### src/core/dcm_defs.svh
// Constants for the dual counter/timer measurement block.
// Assumes inclusion by the design modules; the package does not include it.
// Behaviour
// - Two independent channels, 32-bit counts each
// - Counting, measuring and pulse output modes
// - Gated counting: rising edges while gate active
// - Software gate: count edges once started
// - Up/down: gate high adds, low subtracts
// - Frequency: count edges during known gate pulse
// - Pulse width active level software selectable
// - Edge-to-edge: count from start to stop edge
// - Continuous: counts between consecutive start edges
`ifndef DCM_DEFS_SVH
`define DCM_DEFS_SVH
`define DCM_CNT_W 32
`define DCM_CH_CTRL0 8'h00
`define DCM_CH_CTRL1 8'h04
`define DCM_CH_LOAD0 8'h08
`define DCM_CH_LOAD1 8'h0C
`define DCM_CH_CNT0 8'h10
`define DCM_CH_CNT1 8'h14
`define DCM_CH_RES0 8'h18
`define DCM_CH_RES1 8'h1C
`define DCM_CH_HI0 8'h20
`define DCM_CH_HI1 8'h24
`define DCM_REF_DIV 16'h0001
`define DCM_CTRL_EN 0
`define DCM_CTRL_MODE_LO 1
`define DCM_CTRL_GPOL 5
`define DCM_CTRL_START_SRC 6
`define DCM_CTRL_STOP_SRC 8
`define DCM_CTRL_OPOL 10
`endif

### src/core/dcm_pkg.sv
// Types for the dual counter/timer measurement block.
// Assumes the constants header sits alongside.
package dcm_pkg;
	// Operating modes, four bits in the control word
	typedef enum logic [3:0] {
		DCM_IDLE = 4'h0,
		DCM_EVT_GATE = 4'h1,
		DCM_EVT_SW = 4'h2,
		DCM_UPDN = 4'h3,
		DCM_FREQ = 4'h4,
		DCM_PERIOD = 4'h5,
		DCM_E2E = 4'h6,
		DCM_E2E_CONT = 4'h7,
		DCM_RATE = 4'h8,
		DCM_ONESHOT = 4'h9,
		DCM_REP_ONESHOT = 4'hA
	} dcm_mode_t;
	// Channel phase, Gray coded along wait, run, done
	typedef enum logic [1:0] {
		DCM_PH_STOP = 2'b00,
		DCM_PH_WAIT = 2'b01,
		DCM_PH_RUN = 2'b11,
		DCM_PH_DONE = 2'b10
	} dcm_phase_t;
endpackage

### src/core/dcm_channel.sv
// One counter/timer channel: edge detection, counting and pulse output.
// Assumes synchronous inputs and a one-cycle reference tick.
//
// Chosen here: the register addresses and the Wishbone interface to the registers.
`timescale 1ns/1ps
`include "dcm_defs.svh"
module dcm_channel
	import dcm_pkg::*;
#(
	parameter int CW = `DCM_CNT_W
)
(
	input wire logic clk_i,
	input wire logic rst_i,
	input wire logic en_i,
	input wire dcm_mode_t mode_i,
	input wire logic gate_pol_i,
	input wire logic [1:0] start_src_i,
	input wire logic [1:0] stop_src_i,
	input wire logic out_pol_i,
	input wire logic [CW-1:0] load_i,
	input wire logic ref_tick_i,
	input wire logic count_in_i,
	input wire logic gate_in_i,
	output logic [CW-1:0] count_o,
	output logic [CW-1:0] result_o,
	output logic [CW-1:0] active_o,
	output logic done_o,
	output logic pulse_o
);
	logic clk_d_r, gate_d_r, en_d_r;
	logic [CW-1:0] cnt_r, cnt_nxt, res_r, res_nxt, act_r, act_nxt;
	dcm_phase_t ph_r, ph_nxt;
	logic out_r, out_nxt;
	logic clk_rise, clk_fall, gate_rise, gate_fall, gate_act, start_ev, stop_ev, go;
	logic [3:0] edges;

	// Edge detection on the external inputs
	assign clk_rise = count_in_i & ~clk_d_r;
	assign clk_fall = ~count_in_i & clk_d_r;
	assign gate_rise = gate_in_i & ~gate_d_r;
	assign gate_fall = ~gate_in_i & gate_d_r;
	assign gate_act = (gate_in_i == gate_pol_i);
	assign edges = {gate_fall, gate_rise, clk_fall, clk_rise};
	assign start_ev = edges[start_src_i];
	assign stop_ev = edges[stop_src_i];
	assign go = en_i & ~en_d_r;

	// Next state of counters and phase
	always_comb
	begin
		cnt_nxt = cnt_r;
		res_nxt = res_r;
		act_nxt = act_r;
		ph_nxt = ph_r;
		out_nxt = out_r;
		if (!en_i)
		begin
			ph_nxt = DCM_PH_STOP;
			out_nxt = 1'b0;
		end
		else if (go)
		begin
			cnt_nxt = '0;
			act_nxt = '0;
			out_nxt = 1'b0;
			case (mode_i)
				DCM_EVT_SW, DCM_UPDN, DCM_RATE, DCM_ONESHOT, DCM_REP_ONESHOT:
					ph_nxt = DCM_PH_RUN;
				DCM_IDLE:
					ph_nxt = DCM_PH_STOP;
				default:
					ph_nxt = DCM_PH_WAIT;
			endcase
		end
		else
		begin
			case (mode_i)
				DCM_EVT_GATE:
					if (clk_rise && gate_act)
						cnt_nxt = cnt_r + 1'b1;
				DCM_EVT_SW:
					if (clk_rise)
						cnt_nxt = cnt_r + 1'b1;
				DCM_UPDN:
					if (clk_rise)
						cnt_nxt = gate_in_i ? cnt_r + 1'b1 : cnt_r - 1'b1;
				DCM_FREQ:
				begin
					// Count edges through one active gate pulse
					if (ph_r == DCM_PH_WAIT && gate_act && (gate_rise || gate_fall))
						ph_nxt = DCM_PH_RUN;
					else if (ph_r == DCM_PH_RUN && !gate_act)
					begin
						res_nxt = cnt_r;
						ph_nxt = DCM_PH_DONE;
					end
					else if (ph_r == DCM_PH_RUN && clk_rise)
						cnt_nxt = cnt_r + 1'b1;
				end
				DCM_PERIOD:
				begin
					// Period between active-going gate edges; active time alongside
					if (ph_r == DCM_PH_WAIT && gate_act && (gate_rise || gate_fall))
						ph_nxt = DCM_PH_RUN;
					else if (ph_r == DCM_PH_RUN)
					begin
						// Closing edge's tick counts, so a full period is reported
						if (ref_tick_i)
						begin
							cnt_nxt = cnt_r + 1'b1;
							if (gate_act)
								act_nxt = act_r + 1'b1;
						end
						if (gate_act && (gate_rise || gate_fall))
						begin
							res_nxt = cnt_nxt;
							ph_nxt = DCM_PH_DONE;
						end
					end
				end
				DCM_E2E:
					if (ph_r == DCM_PH_WAIT && start_ev)
						ph_nxt = DCM_PH_RUN;
					else if (ph_r == DCM_PH_RUN)
					begin
						// Stop edge's tick counts, as for the period
						if (ref_tick_i)
							cnt_nxt = cnt_r + 1'b1;
						if (stop_ev)
						begin
							res_nxt = cnt_nxt;
							ph_nxt = DCM_PH_DONE;
						end
					end
				DCM_E2E_CONT:
					if (start_ev)
					begin
						if (ph_r != DCM_PH_WAIT)
							res_nxt = ref_tick_i ? cnt_r + 1'b1 : cnt_r;
						cnt_nxt = '0;
						ph_nxt = DCM_PH_RUN;
					end
					else if (ph_r != DCM_PH_WAIT && ref_tick_i)
						cnt_nxt = cnt_r + 1'b1;
				DCM_RATE, DCM_ONESHOT, DCM_REP_ONESHOT:
				begin
					// Pulse output: load_i sets the half period or pulse length
					if (mode_i != DCM_RATE && ph_r == DCM_PH_RUN && !out_r && gate_act
						&& (gate_rise || gate_fall))
						out_nxt = 1'b1;
					else if (mode_i == DCM_RATE && ph_r == DCM_PH_RUN && ref_tick_i)
					begin
						if (cnt_r >= load_i)
						begin
							cnt_nxt = '0;
							out_nxt = ~out_r;
						end
						else
							cnt_nxt = cnt_r + 1'b1;
					end
					else if (out_r && ref_tick_i)
					begin
						if (cnt_r >= load_i)
						begin
							cnt_nxt = '0;
							out_nxt = 1'b0;
							if (mode_i == DCM_ONESHOT)
								ph_nxt = DCM_PH_DONE;
						end
						else
							cnt_nxt = cnt_r + 1'b1;
					end
				end
				default:
					ph_nxt = DCM_PH_STOP;
			endcase
		end
	end

	// Register stage
	always_ff @(posedge clk_i)
	begin
		if (rst_i)
		begin
			clk_d_r <= 1'b0;
			gate_d_r <= 1'b0;
			en_d_r <= 1'b0;
			cnt_r <= '0;
			res_r <= '0;
			act_r <= '0;
			ph_r <= DCM_PH_STOP;
			out_r <= 1'b0;
		end
		else
		begin
			clk_d_r <= count_in_i;
			gate_d_r <= gate_in_i;
			en_d_r <= en_i;
			cnt_r <= cnt_nxt;
			res_r <= res_nxt;
			act_r <= act_nxt;
			ph_r <= ph_nxt;
			out_r <= out_nxt;
		end
	end

	assign count_o = cnt_r;
	assign result_o = res_r;
	assign active_o = act_r;
	assign done_o = (ph_r == DCM_PH_DONE);
	assign pulse_o = out_r ^ out_pol_i;
endmodule

### src/core/dcm_top.sv
// Dual counter/timer block with a classic Wishbone register slave.
// Assumes synchronous external inputs and a single-cycle Wishbone master.
`timescale 1ns/1ps
`include "dcm_defs.svh"
module dcm_top
	import dcm_pkg::*;
#(
	parameter int CW = `DCM_CNT_W,
	parameter logic [15:0] REF_DIV = `DCM_REF_DIV
)
(
	input wire logic clk_i,
	input wire logic rst_i,
	input wire logic cyc_i,
	input wire logic stb_i,
	input wire logic we_i,
	input wire logic [7:0] adr_i,
	input wire logic [3:0] sel_i,
	input wire logic [31:0] dat_i,
	output logic [31:0] dat_o,
	output logic ack_o,
	input wire logic [1:0] counter_count_input_i,
	input wire logic [1:0] counter_gate_input_i,
	output logic [1:0] pulse_o,
	output logic [1:0] done_o
);
	logic [10:0] ctrl_r [2];
	logic [10:0] ctrl_nxt [2];
	logic [31:0] load_r [2];
	logic [31:0] load_nxt [2];
	logic [31:0] dat_r, dat_nxt;
	logic ack_r, ack_nxt;
	logic [15:0] div_r, div_nxt;
	logic tick;
	logic [CW-1:0] cnt_w [2];
	logic [CW-1:0] res_w [2];
	logic [CW-1:0] act_w [2];
	logic [1:0] pulse_w;
	logic req;

	// Reference clock tick divider
	assign tick = (div_r == 16'h0000);
	always_comb
	begin
		div_nxt = tick ? REF_DIV - 16'h0001 : div_r - 16'h0001;
	end

	assign req = cyc_i & stb_i & ~ack_r;

	// Register writes and read mux
	always_comb
	begin
		ctrl_nxt = ctrl_r;
		load_nxt = load_r;
		dat_nxt = 32'h0000_0000;
		ack_nxt = req;
		if (req && we_i)
		begin
			if (adr_i == `DCM_CH_CTRL0 && sel_i[0])
				ctrl_nxt[0][7:0] = dat_i[7:0];
			else if (adr_i == `DCM_CH_CTRL1 && sel_i[0])
				ctrl_nxt[1][7:0] = dat_i[7:0];
			else if (adr_i == `DCM_CH_LOAD0)
				load_nxt[0] = dat_i;
			else if (adr_i == `DCM_CH_LOAD1)
				load_nxt[1] = dat_i;
			if (adr_i == `DCM_CH_CTRL0 && sel_i[1])
				ctrl_nxt[0][10:8] = dat_i[10:8];
			else if (adr_i == `DCM_CH_CTRL1 && sel_i[1])
				ctrl_nxt[1][10:8] = dat_i[10:8];
		end
		else if (req)
		begin
			if (adr_i == `DCM_CH_CTRL0)
				dat_nxt = {21'h000000, ctrl_r[0]};
			else if (adr_i == `DCM_CH_CTRL1)
				dat_nxt = {21'h000000, ctrl_r[1]};
			else if (adr_i == `DCM_CH_LOAD0)
				dat_nxt = load_r[0];
			else if (adr_i == `DCM_CH_LOAD1)
				dat_nxt = load_r[1];
			else if (adr_i == `DCM_CH_CNT0)
				dat_nxt = cnt_w[0];
			else if (adr_i == `DCM_CH_CNT1)
				dat_nxt = cnt_w[1];
			else if (adr_i == `DCM_CH_RES0)
				dat_nxt = res_w[0];
			else if (adr_i == `DCM_CH_RES1)
				dat_nxt = res_w[1];
			else if (adr_i == `DCM_CH_HI0)
				dat_nxt = act_w[0];
			else if (adr_i == `DCM_CH_HI1)
				dat_nxt = act_w[1];
		end
	end

	// Register stage of the slave and divider
	always_ff @(posedge clk_i)
	begin
		if (rst_i)
		begin
			ctrl_r[0] <= 11'h000;
			ctrl_r[1] <= 11'h000;
			load_r[0] <= 32'h0000_0000;
			load_r[1] <= 32'h0000_0000;
			dat_r <= 32'h0000_0000;
			ack_r <= 1'b0;
			div_r <= 16'h0000;
		end
		else
		begin
			ctrl_r <= ctrl_nxt;
			load_r <= load_nxt;
			dat_r <= dat_nxt;
			ack_r <= ack_nxt;
			div_r <= div_nxt;
		end
	end

	assign dat_o = dat_r;
	assign ack_o = ack_r;
	assign pulse_o = pulse_w;

	// Two independent channels; a pulse output may be wired to a gate outside
	for (genvar g = 0; g < 2; g++)
	begin : g_ch
		dcm_channel #(.CW(CW)) u_ch (
			.clk_i(clk_i),
			.rst_i(rst_i),
			.en_i(ctrl_r[g][`DCM_CTRL_EN]),
			.mode_i(dcm_mode_t'(ctrl_r[g][`DCM_CTRL_MODE_LO +: 4])),
			.gate_pol_i(ctrl_r[g][`DCM_CTRL_GPOL]),
			.start_src_i(ctrl_r[g][`DCM_CTRL_START_SRC +: 2]),
			.stop_src_i(ctrl_r[g][`DCM_CTRL_STOP_SRC +: 2]),
			.out_pol_i(ctrl_r[g][`DCM_CTRL_OPOL]),
			.load_i(load_r[g][CW-1:0]),
			.ref_tick_i(tick),
			.count_in_i(counter_count_input_i[g]),
			.gate_in_i(counter_gate_input_i[g]),
			.count_o(cnt_w[g]),
			.result_o(res_w[g]),
			.active_o(act_w[g]),
			.done_o(done_o[g]),
			.pulse_o(pulse_w[g])
		);
	end
endmodule

### config.mk
export PLATFORM = sky130hd
export DESIGN_NAME = dcm_top
export DESIGN_NICKNAME = d
export VERILOG_FILES = /design/src/core/dcm_pkg.sv /design/src/core/dcm_channel.sv /design/src/core/dcm_top.sv
export VERILOG_INCLUDE_DIRS = /design/src /design/src/core
export SDC_FILE = /design/constraint.sdc
export NUM_CORES = 1
export LEC_CHECK = 0
export BUFFER_PORTS_ARGS = -buffer_cell sky130_fd_sc_hd__buf_2
export CAP_MARGIN = 20
export CORE_MARGIN = 2
export CORE_UTILIZATION = 50
export DETAILED_ROUTE_END_ITERATION = 8
export PLACE_DENSITY = 0.75
export SLEW_MARGIN = 20
export SYNTH_ARGS = -nofsm -noshare
export SYNTH_HDL_FRONTEND = slang
export SYNTH_SLANG_ARGS = --single-unit
export TNS_END_PERCENT = 30
### constraint.sdc
create_clock -name clk_i -period 3.4 [get_ports clk_i]
set_input_delay 0.68 -clock clk_i [delete_from_list [all_inputs] [get_ports clk_i]]
set_output_delay 0.68 -clock clk_i [all_outputs]
set_load 0.05 [all_outputs]
Word-level counts from Yosys, hierarchy flattened
Cells that the tools add are included.

Flip-flop bits (word level): 339. Logic and storage cells: 406. Bits of input ports: 53.

Equality and inequality tests: 107. Multiplexer cells: 134. Magnitude comparators: 6. Add/sub/neg operators: 7. Bitwise operators: 36. Reductions and logical operators: 90.

Operator list (count): $mux W32 (76); $pmux W32 S8 (2); $pmux W32 S4 (2); $add A32 B1 Y32 const B (4); $ge A32 B32 Y1 (2); $sub A32 B1 Y32 const B (2); $mux W2 (30); $ne A4 B1 Y1 const B (14); $reduce_and A13 Y1 (4); $ne A3 B1 Y1 const B (16); $ne A2 B1 Y1 const B (20); $ne A3 B2 Y1 const B (12); $logic_and A1 B1 Y1 (35); $eq A4 B3 Y1 const B (8); $eq A8 B5 Y1 const B (4); $eq A4 B4 Y1 const B (6); $pmux W2 S6 (2); $reduce_and A12 Y1 (2); $mux W11 (2); $not A1 Y1 (22); $reduce_or A3 Y1 (7); $reduce_bool A2 Y1 (10); $reduce_bool A9 Y1 (2); $eq A4 B2 Y1 const B (4); other kinds (30) (92).

Logic depth before layout (Yosys ltp)
Word-level depth: 11. Gate-level depth with buffers: 14. Depth with buffers taken out: 11.

Hierarchy
Synthesis repeated with hierarchy kept, for this count alone.

Cells, all modules: 2975. Area total of the unflattened synthesis: 22534.1 µm².

By module, submodules not included: dcm_channel (g_ch[1].u_ch) (sequential area each 2042.0 µm², cells an instance 1056, area each 7737.4 µm², instances 1); dcm_channel (g_ch[0].u_ch) (sequential area each 2042.0 µm², cells an instance 1031, area each 7543.5 µm², instances 1); dcm_top (sequential area each 2702.6 µm², cells an instance 888, area each 7253.2 µm², instances 1).

Worst setup path after synthesis
No wires, ideal clock.

Path type: input to register. Start: input port counter_gate_input_i[0]. End: register g_ch[0].u_ch.cnt_r[6]. Required time: 3.273 ns. Stages on the path: 13. Setup slack: -0.151 ns. Buffers on the path: 3. Arrival time: 3.424 ns. Library setup time: 0.127 ns. Path through: clkbuf_1 -> inv_1 -> ha_1 -> mux4_2 -> or3_1 -> a22oi_1 -> or3_1 -> buf_2 -> nor2_1 -> buf_2 -> nand3_1 -> o211ai_1 -> or3_1.

Word-level cells in the longest chain between the ends: 7.

RTL lines: start, declared (RTL line dcm_top.sv:23) `input wire logic [1:0] counter_gate_input_i,`; $not A1 Y1 (RTL line dcm_channel.sv:42) `assign gate_fall = ~gate_in_i & gate_d_r;`; $and A1 B1 Y1 (RTL line dcm_channel.sv:42); $bmux W1 S2 (RTL line dcm_channel.sv:45) `assign start_ev = edges[start_src_i];`; $mux W1 (not written as such) (RTL line dcm_channel.sv:45); $logic_and A1 B1 Y1 or $mux W32 (tied branches) (RTL line dcm_channel.sv:123, dcm_channel.sv:137); $ne A3 B2 Y1 (no source line) or $pmux W32 S8 (tied branches); $reduce_and A13 Y1 (no source line) or $mux W32 (tied branches); end signal, assigned (RTL line dcm_channel.sv:200) `cnt_r <= cnt_nxt;`; end, declared (RTL line dcm_channel.sv:32) `logic [CW-1:0] cnt_r, cnt_nxt, res_r, res_nxt, act_r, act_nxt;`.

Parallel ways exist; a longest one is shown, timed or not. The select of a mux whose other input is x is not followed. A chain may end at the register's enable or synchronous reset.

Final worst setup path
Start: register load_r[35] (netlist bit). End: register g_ch[0].u_ch.cnt_r[11].

Word-level cells in the longest chain between the ends: 7.

RTL lines: start, declared (RTL line dcm_top.sv:29) `logic [31:0] load_r [2];`; start signal, assigned (RTL line dcm_top.sv:113) `load_r <= load_nxt;`; $ge A32 B32 Y1 (*) (RTL line dcm_channel.sv:154, dcm_channel.sv:164); $mux W32 (*) (RTL line dcm_channel.sv:154, dcm_channel.sv:164); $mux W32 (RTL line dcm_channel.sv:162) `else if (out_r && ref_tick_i)`; $mux W32 (*) (RTL line dcm_channel.sv:152) `else if (mode_i == DCM_RATE && ph_r == DCM_PH_RUN && ref_tick_i)`; $mux W32 (*) (RTL line dcm_channel.sv:149) `if (mode_i != DCM_RATE && ph_r == DCM_PH_RUN && !out_r && gate_act`; $pmux W32 S8 (*) (RTL line dcm_channel.sv:78) `case (mode_i)`; $mux W32 (*) (RTL line dcm_channel.sv:62) `else if (go)`.

Every way passes the cells marked *; elsewhere a longest branch is shown, timed or not. The select of a mux whose other input is x is not followed.

==> metrics.md <==
| Metric | Value |
|---|---|
| Worst slew margin | 29.1% |
| Data required time of the worst path | about 3.9 ns |
| Share of synthesized registers carrying an async set or reset | 0% |
| Most common cell in the netlist | nand2_1 |
| CP Buf/Inv Count | 3 |
| CP Class | reg2reg |
| Maximum level of the CTS H-tree | 2 |
| Ordered cell list for the critical path | inv_1, ha_1, o21a_1, nor2_1, or4_1, a21oi_1, buf_4, a31oi_1, and2_2, buf_4, a211oi_1, a211oi_1, a221o_1 |
| Max Fclk | 307 MHz |
| Number of antenna violations at the first check in global routing | 0 |
| Dpl ws | -0.0587 ns |
| DR vias | 23300 |
| Maximum fanout along the worst path | 9 |
| NumNets Final | 3135 |
| Area delta synth->final | 18.1% |
| Minimum period implied by the final worst setup slack | approximately 3.3 ns |
| Count of antenna-violating nets left after detailed routing | 0 |
| Synthesized netlist cell count | about 2800 |
| Number of enable flip-flop cells after synthesis | 0 |
| Slew @ Worst Pin | between 1 and 1.5 ns |
| Post-synthesis area per instance | ~7.5 sq um |
| P_leak | ~9.4 nW |
| Share of layout cells above drive strength 1 | 15.7% |
| Final hold viol count | 0 |
| Total iterations of the first detailed-routing run | 9 |
| Synth area leader | dfxtp_1 |
| Number of nets in the synthesized netlist | around 3000 |
| Number of library cell types mapped by synthesis | 88 |
| Clk root buf | clkbuf_16 |
| Dominant register cell in the synthesized netlist | dfxtp_1 |
| Number of clock sinks seen by CTS | 339 |
| Synth top cells by count | nand2_1 (391), dfxtp_1 (339), nor2_1 (309) |
| Violation count after the first detailed-route iteration | roughly 3100 |
| Final setup violation count | 0 |
| Final worst setup slack | 0.141 ns |
| Row count | 75 |
| Worst Setup Start Kind | register |
| Pins over their slew limit | 0 |
| Max incr delay on CP | around 0.54 ns |
| Via density | approximately 6.5 |
| Effective utilization at floorplan | a little over 50% |
| Final Total Pwr | roughly 9.0 mW |
| Arrival time at the worst endpoint | 3.72 ns |
| Remaining global-route overflow | 0 |
| Outcome | complete, but fails checks |
| Core region area | around 0.042 sq mm |
| Overall global routing resource usage | 38.0% |
| Maximum vdd ir drop | 0.373 mV |
| Clock Skew | around 0.014 ns |
| Die outline height | 210 um |
| Top cells by area in the synthesized netlist | dfxtp_1 (32%), nand2_1 (6.9%), nor2_1 (5.5%) |
| Share of the clock period used by the worst path after layout | around 96% |
| Max-capacitance violation count | 0 |
| Worst skew pair latency | 0.58 ns |
| Final core utilization | 59.7% |
| Maximum number of pins on one net before global-route repair | slightly below 70 |
| Io pins | 90 |
| Full die area | roughly 0.044 sq mm |
| Tightest Hold Check Type | in2reg |
| Die X | about 210 um |
| Number of buffers on the longest clock path | 3 |
| Sequential fraction of the synthesis area | 32.0% |
| Detailed-route DRC error count | 18 |
| Unrepaired setup endpoints after global routing | false |
| Type of destination of the critical path | register |
| Per-cell routed wire length | roughly 24 um |
| Cell class contributing the biggest share of worst-path delay | compound AO/OA/AOI/OAI gates |
| Area of the mapped netlist | approximately 0.021 sq mm |
| Number of global-route vias before repair | approximately 22000 |
| CTS tree | done |
| Pwr dens | approximately 360 mW/mm^2 |
| Area share of the largest cell type after synthesis | between 30% and 40% |
| Register bit total from synthesis | 339 |
| Number of buffers added by the clock tree synthesis step | 40 |
| First-pass GRT wire length | about 130000 um |
| Clock edge transition at the registers on the reported setup and hold paths | 0.06 ns |
| Antenna diode count | 0 |
| Beginning of the worst hold path | counter_count_input_i[1] |
| Final weighted congestion of routability-driven global placement | 1.00 |
| Worst reg2reg startpoint | load_r[35] |
| Port Buffer Count | 87 |
| Critical path launch point | load_r[35] |
| Violated checks | DRC |
| Slowest CP cell | a211oi_1 |
| Placed wire-length estimate | about 65000 um |
| Post-detailed-routing wire length | 85600 um |
| Count of synthesis-stage warnings from yosys | 0 |
==> logic make-up (layout without fill, tap and decap cells) <==
| logic type | after synthesis | in the layout | share of synthesized area (%) |
|---|---|---|---|
| XOR/XNOR | 140 | 140 | 5.78 |
| buffers and inverters | 321 | 522 | 5.85 |
| flip-flops | 339 | 339 | 32.0 |
| multiplexers | 43 | 43 | 2.29 |
| AND/OR/NAND/NOR | 1129 | 1129 | 25.1 |
| adder cells (fa/ha/maj) | 76 | 76 | 4.47 |
| AO/OA/AOI/OAI | 784 | 784 | 24.6 |
==> sequential cells by signal, indices dropped and copies added (netlist names), 4 cells and up <==
name,cells
ctrl_r,22
dat_o,32
div_r,16
g_ch.u_ch.active_o,64
g_ch.u_ch.count_o,64
g_ch.u_ch.ph_r,4
g_ch.u_ch.result_o,64
load_r,64
==> worst paths after layout <==
| path | to | slack (ns) | cells after the start |
|---|---|---|---|
| worst max-delay path | g_ch[0].u_ch.count_o[11] | 0.14 | 13 |
| worst min-delay path | g_ch[1].u_ch.clk_d_r | 0.35 | 2 |
| worst max register to register | g_ch[0].u_ch.count_o[11] | 0.14 | 13 |
| worst min register to register | load_r[63] | 0.45 | 2 |
==> routing by layer <==
| metal | routed length, um | track usage, % | share of wire, % |
|---|---|---|---|
| met5 | 0 | 0 | 0 |
| met3 | 8300 | 6.75 | 9.7 |
| met2 | 37900 | 60.9 | 44 |
| met4 | 4270 | 16.9 | 5.0 |
| met1 | 35200 | 50.3 | 41 |
==> worst reg2reg max path: cells and delay by family (launching register included) <==
| kind | cells | cell delay [ns] |
|---|---|---|
| AO/OA/AOI/OAI | 6 | 1.33 |
| AND/OR/NAND/NOR | 3 | 0.84 |
| buffers and inverters | 3 | 0.37 |
| flip-flops | 1 | 0.33 |
| adder cells (fa/ha/maj) | 1 | 0.27 |
==> where the power goes <==
part | total (mW) | switching (mW) | internal [mW]
combinational | 0.273 | 0.194 | 0.0790
sequential | 3.98 | 0.00185 | 3.97
clock | 4.71 | 1.86 | 2.85
total | 8.96 | 2.06 | 6.90
==> cell type report <==
| cell class | count | area, sq um |
|---|---|---|
| tap | 539 | 674 |
| inverter | 104 | 390 |
| multi-input combinational | 2172 | 13300 |
| clock buffer | 51 | 1110 |
| clock inverter | 17 | 279 |
| timing repair buffer | 350 | 2490 |
| fill | 3903 | 16900 |
| sequential | 339 | 6790 |
==> placed cells by master, fill, tap and decap left out, types with 34 or more instances in the layout <==
cell type,instances
clkbuf_16,41
xor2_1,60
mux2i_1,35
buf_4,257
nand3_1,98
a211oi_1,83
nand2_1,391
xnor2_1,80
a21oi_1,214
dfxtp_1,339
or3_1,34
a222oi_1,52
nor3_1,72
nor2_1,306
o21ai_0,166
ha_1,75
buf_2,86
inv_1,102
==> repair_timing <==
action	CTS	global route
setup buffers	0	0
hold buffers	0	0
pin swaps	0	1
endpoints found under the setup margin	2	75
resized for setup	1	17
==> per-stage QoR <==
step | std cells | hold slack [ns] | cell area [sq um] | setup TNS, ns
global placement | 3504 | 0.438 | 23600 | 0
floorplan | 2832 | 0.427 | 21200 | 0
global route | 3572 | 0.371 | 25100 | 0
finish | 3572 | 0.355 | 25100 | 0
detailed placement | 3504 | 0.449 | 23600 | -0.105
CTS | 3572 | 0.337 | 25000 | 0
Power figures use the tool's default switching activity.
